**src/include/exc_gate_map.svh**
```systemverilog
`ifndef EXC_GATE_MAP_SVH
`define EXC_GATE_MAP_SVH

// Register byte offsets
`define OFS_CTRL       8'h00
`define OFS_STATUS     8'h04
`define OFS_PENDING    8'h08

// Control register fields
`define CTRL_TRAP_LSB  0
`define CTRL_OVR_LSB   4
`define CTRL_RESET     32'h0000_0000

// Exception type index
`define EXC_ABORT      0
`define EXC_IRQ        1
`define EXC_FIQ        2
`define EXC_COUNT      3

// Status register fields
`define STAT_TAKE_LSB  0
`define STAT_MON_LSB   4

// Bus responses
`define RESP_OKAY      2'b00
`define RESP_SLVERR    2'b10

`endif

```
**src/include/exc_gate_pkg.sv**
```systemverilog
package exc_gate_pkg;

    typedef logic [2:0] exc_vec_t;

    typedef struct packed {
        logic        awHave;
        logic        wHave;
        logic [7:0]  wAddr;
        logic [31:0] wData;
        logic        bValid;
        logic [1:0]  bResp;
        logic        rValid;
        logic [1:0]  rResp;
        logic [31:0] rData;
        exc_vec_t    trapToMonitor;
        exc_vec_t    virtOverride;
        exc_vec_t    take;
        exc_vec_t    toMonitor;
    } state_t;

endpackage : exc_gate_pkg

```
**src/virtual_exception_gating.sv**
```systemverilog
`timescale 1ns/100ps
`include "exc_gate_map.svh"
// Contract
// RULE_01: In Secure state overrides are ignored; status mask alone decides taking.
// RULE_02: Non-secure with trap bit clear: status mask alone decides taking.
// RULE_03: Trap-to-monitor bit set routes that exception to Monitor mode.
// RULE_04: Monitor-routed exceptions: status mask qualified by override bit decides taking; in Secure state the code uses the status mask alone.
// RULE_05: Abort, IRQ, FIQ each use their own trap, mask and override bits.
module virtual_exception_gating (
    input  wire logic                 clock,
    input  wire logic                 rst,
    // Exception sources and core state, index 0 abort, 1 IRQ, 2 FIQ
    input  wire exc_gate_pkg::exc_vec_t excRequest,
    input  wire exc_gate_pkg::exc_vec_t statusMask,
    input  wire logic                 secureState,
    output logic [2:0]                excTake,
    output logic [2:0]                excToMonitor,
    // AXI4-Lite slave
    input  wire logic [7:0]           awaddr,
    input  wire logic                 awvalid,
    output logic                      awready,
    input  wire logic [31:0]          wdata,
    input  wire logic [3:0]           wstrb,
    input  wire logic                 wvalid,
    output logic                      wready,
    output logic [1:0]                bresp,
    output logic                      bvalid,
    input  wire logic                 bready,
    input  wire logic [7:0]           araddr,
    input  wire logic                 arvalid,
    output logic                      arready,
    output logic [31:0]               rdata,
    output logic [1:0]                rresp,
    output logic                      rvalid,
    input  wire logic                 rready
);
    import exc_gate_pkg::*;

    state_t   st_r;
    state_t   st_nxt;
    exc_vec_t takeNxt;
    exc_vec_t monNxt;
    logic     awFire;
    logic     wFire;
    logic     arFire;
    logic [7:0]  curAddr;
    logic [31:0] curData;
    logic [31:0] mergedCtrl;

    // Per-type decision
    genvar i;
    generate
        for (i = 0; i < `EXC_COUNT; i = i + 1) begin : g_exc
            logic effMask;
            always_comb begin
                if (secureState || !st_r.trapToMonitor[i]) begin
                    effMask = statusMask[i]; // RULE_01 RULE_02
                end else begin
                    effMask = statusMask[i] & ~st_r.virtOverride[i]; // RULE_04
                end
            end
            assign takeNxt[i] = excRequest[i] & ~effMask; // RULE_05
            assign monNxt[i]  = excRequest[i] & ~effMask & st_r.trapToMonitor[i]; // RULE_03
        end
    endgenerate

    assign awready = !st_r.awHave && !st_r.bValid;
    assign wready  = !st_r.wHave && !st_r.bValid;
    assign arready = !st_r.rValid;
    assign awFire  = awvalid && awready;
    assign wFire   = wvalid && wready;
    assign arFire  = arvalid && arready;
    assign curAddr = st_r.awHave ? st_r.wAddr : awaddr;
    assign curData = st_r.wHave ? st_r.wData : wdata;

    // Control word with byte-lane merge
    always_comb begin
        mergedCtrl = 32'h0000_0000;
        mergedCtrl[`CTRL_TRAP_LSB +: 3] = st_r.trapToMonitor;
        mergedCtrl[`CTRL_OVR_LSB +: 3]  = st_r.virtOverride;
        if (wstrb[0] || st_r.wHave) begin
            mergedCtrl[7:0] = curData[7:0];
        end
    end

    always_comb begin
        st_nxt           = st_r;
        st_nxt.take      = takeNxt;
        st_nxt.toMonitor = monNxt;
        // Write address and data, either order
        if (awFire) begin
            st_nxt.awHave = 1'b1;
            st_nxt.wAddr  = awaddr;
        end
        if (wFire) begin
            st_nxt.wHave = 1'b1;
            st_nxt.wData = wstrb[0] ? wdata : {24'h0000_00, mergedCtrl[7:0]};
        end
        if ((st_r.awHave || awFire) && (st_r.wHave || wFire)) begin
            st_nxt.awHave = 1'b0;
            st_nxt.wHave  = 1'b0;
            st_nxt.bValid = 1'b1;
            if (curAddr == `OFS_CTRL) begin
                st_nxt.bResp = `RESP_OKAY;
                if (st_r.wHave || wstrb[0]) begin
                    st_nxt.trapToMonitor = curData[`CTRL_TRAP_LSB +: 3];
                    st_nxt.virtOverride  = curData[`CTRL_OVR_LSB +: 3];
                end
            end else if (curAddr == `OFS_STATUS || curAddr == `OFS_PENDING) begin
                st_nxt.bResp = `RESP_OKAY;
            end else begin
                st_nxt.bResp = `RESP_SLVERR;
            end
        end
        if (st_r.bValid && bready) begin
            st_nxt.bValid = 1'b0;
        end
        // Read channel
        if (arFire) begin
            st_nxt.rValid = 1'b1;
            st_nxt.rResp  = `RESP_OKAY;
            st_nxt.rData  = 32'h0000_0000;
            if (araddr == `OFS_CTRL) begin
                st_nxt.rData[`CTRL_TRAP_LSB +: 3] = st_r.trapToMonitor;
                st_nxt.rData[`CTRL_OVR_LSB +: 3]  = st_r.virtOverride;
            end else if (araddr == `OFS_STATUS) begin
                st_nxt.rData[`STAT_TAKE_LSB +: 3] = st_r.take;
                st_nxt.rData[`STAT_MON_LSB +: 3]  = st_r.toMonitor;
            end else if (araddr == `OFS_PENDING) begin
                st_nxt.rData[2:0] = excRequest;
                st_nxt.rData[6:4] = statusMask;
                st_nxt.rData[8]   = secureState;
            end else begin
                st_nxt.rResp = `RESP_SLVERR;
            end
        end else if (st_r.rValid && rready) begin
            st_nxt.rValid = 1'b0;
        end
    end

    always_ff @(posedge clock or posedge rst) begin
        if (rst) begin
            st_r <= '0;
        end else begin
            st_r <= st_nxt;
        end
    end

    assign excTake      = st_r.take;
    assign excToMonitor = st_r.toMonitor;
    assign bvalid       = st_r.bValid;
    assign bresp        = st_r.bResp;
    assign rvalid       = st_r.rValid;
    assign rresp        = st_r.rResp;
    assign rdata        = st_r.rData;

endmodule : virtual_exception_gating

```
**config.mk**
```make
export PLATFORM = sky130hd
export DESIGN_NAME = virtual_exception_gating
export DESIGN_NICKNAME = d
export VERILOG_FILES = /design/src/include/exc_gate_pkg.sv /design/src/virtual_exception_gating.sv
export VERILOG_INCLUDE_DIRS = /design/src /design/src/include
export SDC_FILE = /design/constraint.sdc
export NUM_CORES = 1
export LEC_CHECK = 0
export BUFFER_PORTS_ARGS = -buffer_cell sky130_fd_sc_hd__buf_2
export CAP_MARGIN = 15
export CORE_MARGIN = 5
export CORE_UTILIZATION = 45
export DETAILED_ROUTE_END_ITERATION = 6
export PLACE_DENSITY = 0.8
export SYNTH_ARGS = -nofsm -noshare
export SYNTH_HDL_FRONTEND = slang
export SYNTH_SLANG_ARGS = --single-unit
```
**constraint.sdc**
```tcl
create_clock -name clock -period 1.9 [get_ports clock]
set_input_delay 0.285 -clock clock [delete_from_list [all_inputs] [get_ports clock]]
set_output_delay 0.285 -clock clock [all_outputs]
set_load 0.02 [all_outputs]
```
==> impl_metrics.tcl, run 1 <==
set metrics [dict create \
    status "finished, final reports clean" \
    dpl.hpwl_um 3300 \
    highest_layer "met4" \
    synthesis.area_sq_um 2180 \
    ioPinCount 113 \
    required_ns 2.08 \
    core_sq_um 4720 \
    die_w_um 79.6 \
    seqPwrFrac 0.441 \
    ys.flop_type "dfrtp_1" \
    crit_arrival_ns 1.94 \
    synth_top_area_share 0.448 \
    tns_ns 0 \
    skew_ns 0.00282 \
    postSynthAreaPerCell_sq_um 10.5 \
    hold_path_class "in -> async" \
    cp_slowest_cell "dfrtp_1" \
    via_per_inst 4.65 \
    cpLargestDelayFamily "multiplexers" \
    p_per_area_nw_per_um2 1080 \
    swShare 0.318 \
    grt_pass1_vias 1496 \
    hold_ws_ns 0.101 \
    antenna_found_initial 0 \
    synth_area_leaders "dfrtp_1, buf_4, mux2_2" \
    yosys.area.top_type "dfrtp_1" \
    cts_tree "yes" \
    grt_pass1_wl_um 6570 \
    postPlaceCellArea_sq_um 2330 \
    drc_errors 0 \
    vias 1487 \
    grt-ovfl-total 0 \
    fin_area_sq_um 2450 \
    final_core_util 0.519 \
    critPathMaxStageDelay_ns 0.48 \
    synthArstFlopShare 1.00 \
    drt_iter0_markers 43 \
    root_buffer "clkbuf_8" \
    clk_pin_slew_ns 0.07 \
    internal_power_mw 1.81 \
    wl_met2_um 2040 \
    ys_types 30 \
    globalplace.congestion 0.790 \
    grt_max_degree 40 \
    p_leak_nw 1.25 \
    cp_num_buf_inv 2 \
    r2r_start "st_r[91]" \
    syn_inst 207 \
    setup_viol 0 \
    wl_per_cell_um 13.0 \
    endpoint_kind "register" \
    hold_viol 0 \
    drive_above_1_share 0.364 \
    ys_warn_count 0 \
    fmax_mhz 568 \
    cp_max_fo 6 \
    post_cts_buffers 0 \
    cts_hold_buf 0 \
    nNetsFinal 318 \
    synth-seq-area-share 0.448 \
    rows 25 \
    rsz0062_at_grt "false" \
    num_antenna_cells 0 \
    path_class "reg -> reg" \
    dpl.cell_count 312 \
    rrSetupSlack_ns 0.14 \
    wl_um 4150 \
    dr_wl_met3_um 381 \
    post-route-period-util 0.927 \
    grt_usage 0.134 \
    clockBufferDepth 2 \
    htreeDepth 2 \
    clock_sinks 39 \
    max_cap_viol_count 0 \
    syn2layout_area_growth_pct 12.3 \
    cts_buffers 5 \
    final_max_slew_viol_count 0 \
    ir_drop_uv 485 \
    worstSkewPairLatency_ns 0.29 \
    fin_cells 320 \
    startpoint_type "register" \
    synth-seq-cells 39 \
    p_comb_frac 0.291 \
    ant_nets 0 \
    min_period_ns 1.76 \
    clkPwrFrac 0.268 \
    r2r_end "st_r[9]" \
    path_cells "buf_4, mux2i_1, o2111ai_1, nor2b_2, buf_12, mux2_4" \
    r2r_cells 6 \
    portBuffers 56 \
    firstDrtPassIters 4 \
    synth_edf_count 0 \
    die_h_um 79.6 \
    switchingPower_uw 844 \
    post_cts_resized 0 \
    dieArea_sq_um 6340 \
    start_util 0.462 \
    wl_met1_um 1650 \
]
-- placed cells by master, fill, tap and decap left out --
| cell | netlist | final |
|---|---|---|
| conb_1 | 1 | 27 |
| o2111ai_1 | 1 | 1 |
| nand2_1 | 21 | 21 |
| bufinv_16 | 0 | 1 |
| nor2_1 | 6 | 6 |
| and3_1 | 7 | 7 |
| mux2i_1 | 9 | 9 |
| o41ai_4 | 1 | 1 |
| o22ai_1 | 5 | 5 |
| or4_4 | 1 | 1 |
| nor2b_1 | 1 | 1 |
| buf_12 | 0 | 1 |
| buf_4 | 42 | 3 |
| and2_1 | 5 | 5 |
| nor3_1 | 1 | 1 |
| buf_2 | 1 | 56 |
| a21oi_2 | 0 | 1 |
| nor2b_2 | 1 | 1 |
| dfrtp_1 | 39 | 39 |
| mux2_2 | 14 | 14 |
| clkbuf_8 | 1 | 6 |
| inv_1 | 4 | 4 |
| a21oi_1 | 8 | 7 |
| o21ai_0 | 15 | 15 |
| mux2_4 | 6 | 6 |
| o21a_1 | 2 | 2 |
| o211ai_1 | 1 | 1 |
| nand3_1 | 1 | 1 |
| o41ai_1 | 1 | 1 |
| a22o_1 | 6 | 6 |
| nor4_1 | 2 | 2 |
| clkinv_2 | 0 | 1 |
-- metal layers --
metal	vias up	track usage
li1	740	-
met1	690	0.143
met2	52	0.231
met3	5	0.0553
met4	0	0.0601
met5	-	0
-- power groups by stage --
stage,clock network [mW],logic [mW],registers [mW]
after floorplan,0,0.653,1.15
after global placement,0,0.748,1.17
after detailed placement,0,0.775,1.18
after CTS,0.731,0.779,1.17
after global routing,0.776,0.857,1.20
final,0.711,0.772,1.17
-- stage by stage --
step	setup WS [ns]	power, mW
finish	0.139	2.65
global route	0.0384	2.83
CTS	0.0904	2.68
detailed placement	-0.0691	1.96
global placement	-0.0673	1.92
floorplan	0.140	1.80
-- how the worst max path moves through the flow --
stage	start	cells past startpoint	endpoint
CTS	st_r[91]	6	st_r[7]
detailed placement	awaddr[0]	6	st_r[9]
finish	st_r[91]	6	st_r[9]
global placement	awaddr[0]	6	st_r[7]
floorplan	awaddr[0]	5	st_r[10]
global route	st_r[91]	6	st_r[8]
-- cell families after synthesis --
family / Yosys count / synth area share
flip-flops: 39 / 0.448
buffers and inverters: 52 / 0.170
AND/OR/NAND/NOR: 46 / 0.103
other: 1 / 0.00172
AO/OA/AOI/OAI: 40 / 0.122
multiplexers: 29 / 0.155
-- state kept, by name (all words and copies together) (netlist names) --
name          flops
excToMonitor      3
bresp             1
rdata             7
excTake           3
st_r             22
rvalid            1
bvalid            1
rresp             1
-- tightest hold or removal path: cells and delay by family --
kind,cells,cell delay (ns)
buffers and inverters,3,0.54
-- synth_stat cells, types with 2 or more instances --
library cell / number
buf_4: 42
dfrtp_1: 39
nand2_1: 21
o21ai_0: 15
mux2_2: 14
mux2i_1: 9
a21oi_1: 8
and3_1: 7
a22o_1: 6
mux2_4: 6
nor2_1: 6
and2_1: 5
o22ai_1: 5
inv_1: 4
clkbuf_1: 3
nor4_1: 2
o21a_1: 2
-- layout make-up --
type                    instances  area, sq um
clock inverters                 2         35.0
inverters                       4         15.0
well taps                      67         83.8
clock buffers                   6         82.6
multi-input cells             142          935
repair buffers                 60          323
flip-flops and latches         39          976
fillers                       417         2270
No activity file was read; power rests on OpenSTA's default activity.
==> inputs of run 2 (changes only) <==
--- a/config.mk
+++ b/config.mk
@@ -6,12 +6,12 @@
 export SDC_FILE = /design/constraint.sdc
 export NUM_CORES = 1
 export LEC_CHECK = 0
-export BUFFER_PORTS_ARGS = -buffer_cell sky130_fd_sc_hd__buf_2
 export CAP_MARGIN = 15
 export CORE_MARGIN = 5
-export CORE_UTILIZATION = 45
+export CORE_UTILIZATION = 55
 export DETAILED_ROUTE_END_ITERATION = 6
-export PLACE_DENSITY = 0.8
+export DONT_BUFFER_PORTS = 1
+export PLACE_DENSITY = 0.7
 export SYNTH_ARGS = -nofsm -noshare
 export SYNTH_HDL_FRONTEND = slang
 export SYNTH_SLANG_ARGS = --single-unit
==> run 2 against run 1 <==
Critical path depth is 1 lower. Hold slack got worse by 0.019 ns. Maximum frequency down 0.26%. First-iteration DRC count is 35% higher. Core utilization increased by 5.9 points. Final area down 12%. Count of clock-buffer cells in the layout did not move. Cell count down 23%. Via count is 11% lower. Largest cell class unchanged.
==> impl_metrics.tcl, run 2 (synthesized netlist as in run 1, its figures left out) <==
set metrics [dict create \
    firstDrtPassIters 4 \
    root_buffer "clkbuf_8" \
    ioPinCount 113 \
    vias 1328 \
    portBuffers 0 \
    startpoint_type "register" \
    drc_errors 0 \
    grt_pass1_vias 1424 \
    p_comb_frac 0.296 \
    tns_ns 0 \
    status "finished, final reports clean" \
    wl_um 4030 \
    cts_buffers 5 \
    core_sq_um 3740 \
    clk_pin_slew_ns 0.07 \
    seqPwrFrac 0.481 \
    post_cts_buffers 0 \
    setup_viol 0 \
    fmax_mhz 566 \
    nNetsFinal 266 \
    worstSkewPairLatency_ns 0.29 \
    ir_drop_uv 868 \
    crit_arrival_ns 1.94 \
    final_common_cell "dfrtp_1" \
    largest_reg_flops 22 \
    final_core_util 0.577 \
    wl_per_cell_um 16.2 \
    path_class "reg -> reg" \
    grt-ovfl-total 0 \
    dieArea_sq_um 5320 \
    grt_usage 0.168 \
    dpl.hpwl_um 3240 \
    hold_viol 0 \
    clkPwrFrac 0.223 \
    post-route-period-util 0.929 \
    rsz0062_at_grt "false" \
    die_h_um 73.0 \
    drive_above_1_share 0.190 \
    max_cap_viol_count 0 \
    final_max_slew_viol_count 0 \
    ant_nets 0 \
    clockBufferDepth 2 \
    hold_path_class "in -> reg" \
    tightest_slew_ns 0.506 \
    num_antenna_cells 0 \
    globalplace.congestion 0.768 \
    drt_iter0_markers 58 \
    die_w_um 73.0 \
    htreeDepth 2 \
    cts_tree "yes" \
    min_period_ns 1.77 \
    regMostFlops "st_r" \
    skew_ns 0.00431 \
    cp_max_fo 6 \
    p_per_area_nw_per_um2 1140 \
    p_leak_nw 1.02 \
    start_util 0.583 \
    antenna_found_initial 0 \
    syn2layout_area_growth_pct -0.918 \
    rows 22 \
    via_per_inst 5.35 \
    maxSlewHeadroom 0.663 \
    switchingPower_uw 803 \
    endpoint_kind "register" \
    swShare 0.325 \
    grt_pass1_wl_um 6810 \
    internal_power_mw 1.67 \
    grt_max_degree 28 \
    layout_common_cells "dfrtp_1, conb_1, nand2_1" \
    required_ns 2.07 \
    clock_sinks 39 \
]
==> run 2: layer usage <==
metal,track usage,part of all wire,up-vias
met2,0.275,0.49,65
met5,0,0,-
met1,0.198,0.38,618
met3,0.0592,0.11,7
met4,0.0738,0.018,0
li1,-,-,638
==> run 2: layout make-up <==
class,instances,area (sq um)
inverter,4,15.0
sequential,39,976
fill,331,1580
clock buffer,6,82.6
tap,48,60.1
multi-input combinational,142,935
clock inverter,1,5.00
timing repair buffer,8,87.6
==> run 2: worst paths after layout <==
| check | from | end | slack, ns | cells after the start |
|---|---|---|---|---|
| min in group asynchronous | rst | st_r[86] | 0.47 | 2 |
| worst min register to register | st_r[50] | st_r[50] | 0.49 | 2 |
| worst max register to register | st_r[91] | st_r[8] | 0.13 | 5 |
| worst max-delay path | st_r[91] | st_r[8] | 0.13 | 5 |
| worst min-delay path | araddr[2] | rdata[8] | 0.08 | 1 |
| max in group asynchronous | rst | excTake[2] | 0.71 | 3 |
==> run 2: repair_timing <==
action / CTS / global route
endpoints found under the hold margin: 12 / 0
endpoints found under the setup margin: 0 / 6
hold buffers: 1 / 0
gates resized for setup: 0 / 1
==> run 2: worst max-delay path, cell delays in order (launching register included) <==
cell,delay [ns]
dfrtp_1,0.46
buf_12,0.17
o41ai_4,0.35
nor2b_2,0.24
buf_12,0.14
mux2_4,0.29
==> run 2: power groups by stage <==
stage / clock (mW) / combinational (mW) / sequential, mW
global route: 0.611 / 0.822 / 1.22
CTS: 0.573 / 0.735 / 1.19
global placement: 0 / 0.699 / 1.18
detailed placement: 0 / 0.730 / 1.21
finish: 0.551 / 0.731 / 1.19
floorplan: 0 / 0.653 / 1.15
==> run 2: stage by stage <==
| step | std cells | area (sq um) | hold slack, ns | setup WS, ns | power, mW |
|---|---|---|---|---|---|
| detailed placement | 240 | 2060 | 0.233 | 0.0171 | 1.94 |
| finish | 248 | 2160 | 0.0814 | 0.134 | 2.47 |
| global placement | 240 | 2060 | 0.203 | 0.0454 | 1.88 |
| floorplan | 233 | 2280 | 0.378 | 0.140 | 1.80 |
| global route | 248 | 2160 | 0.0754 | 0.0110 | 2.66 |
| CTS | 248 | 2160 | 0.0691 | 0.116 | 2.50 |
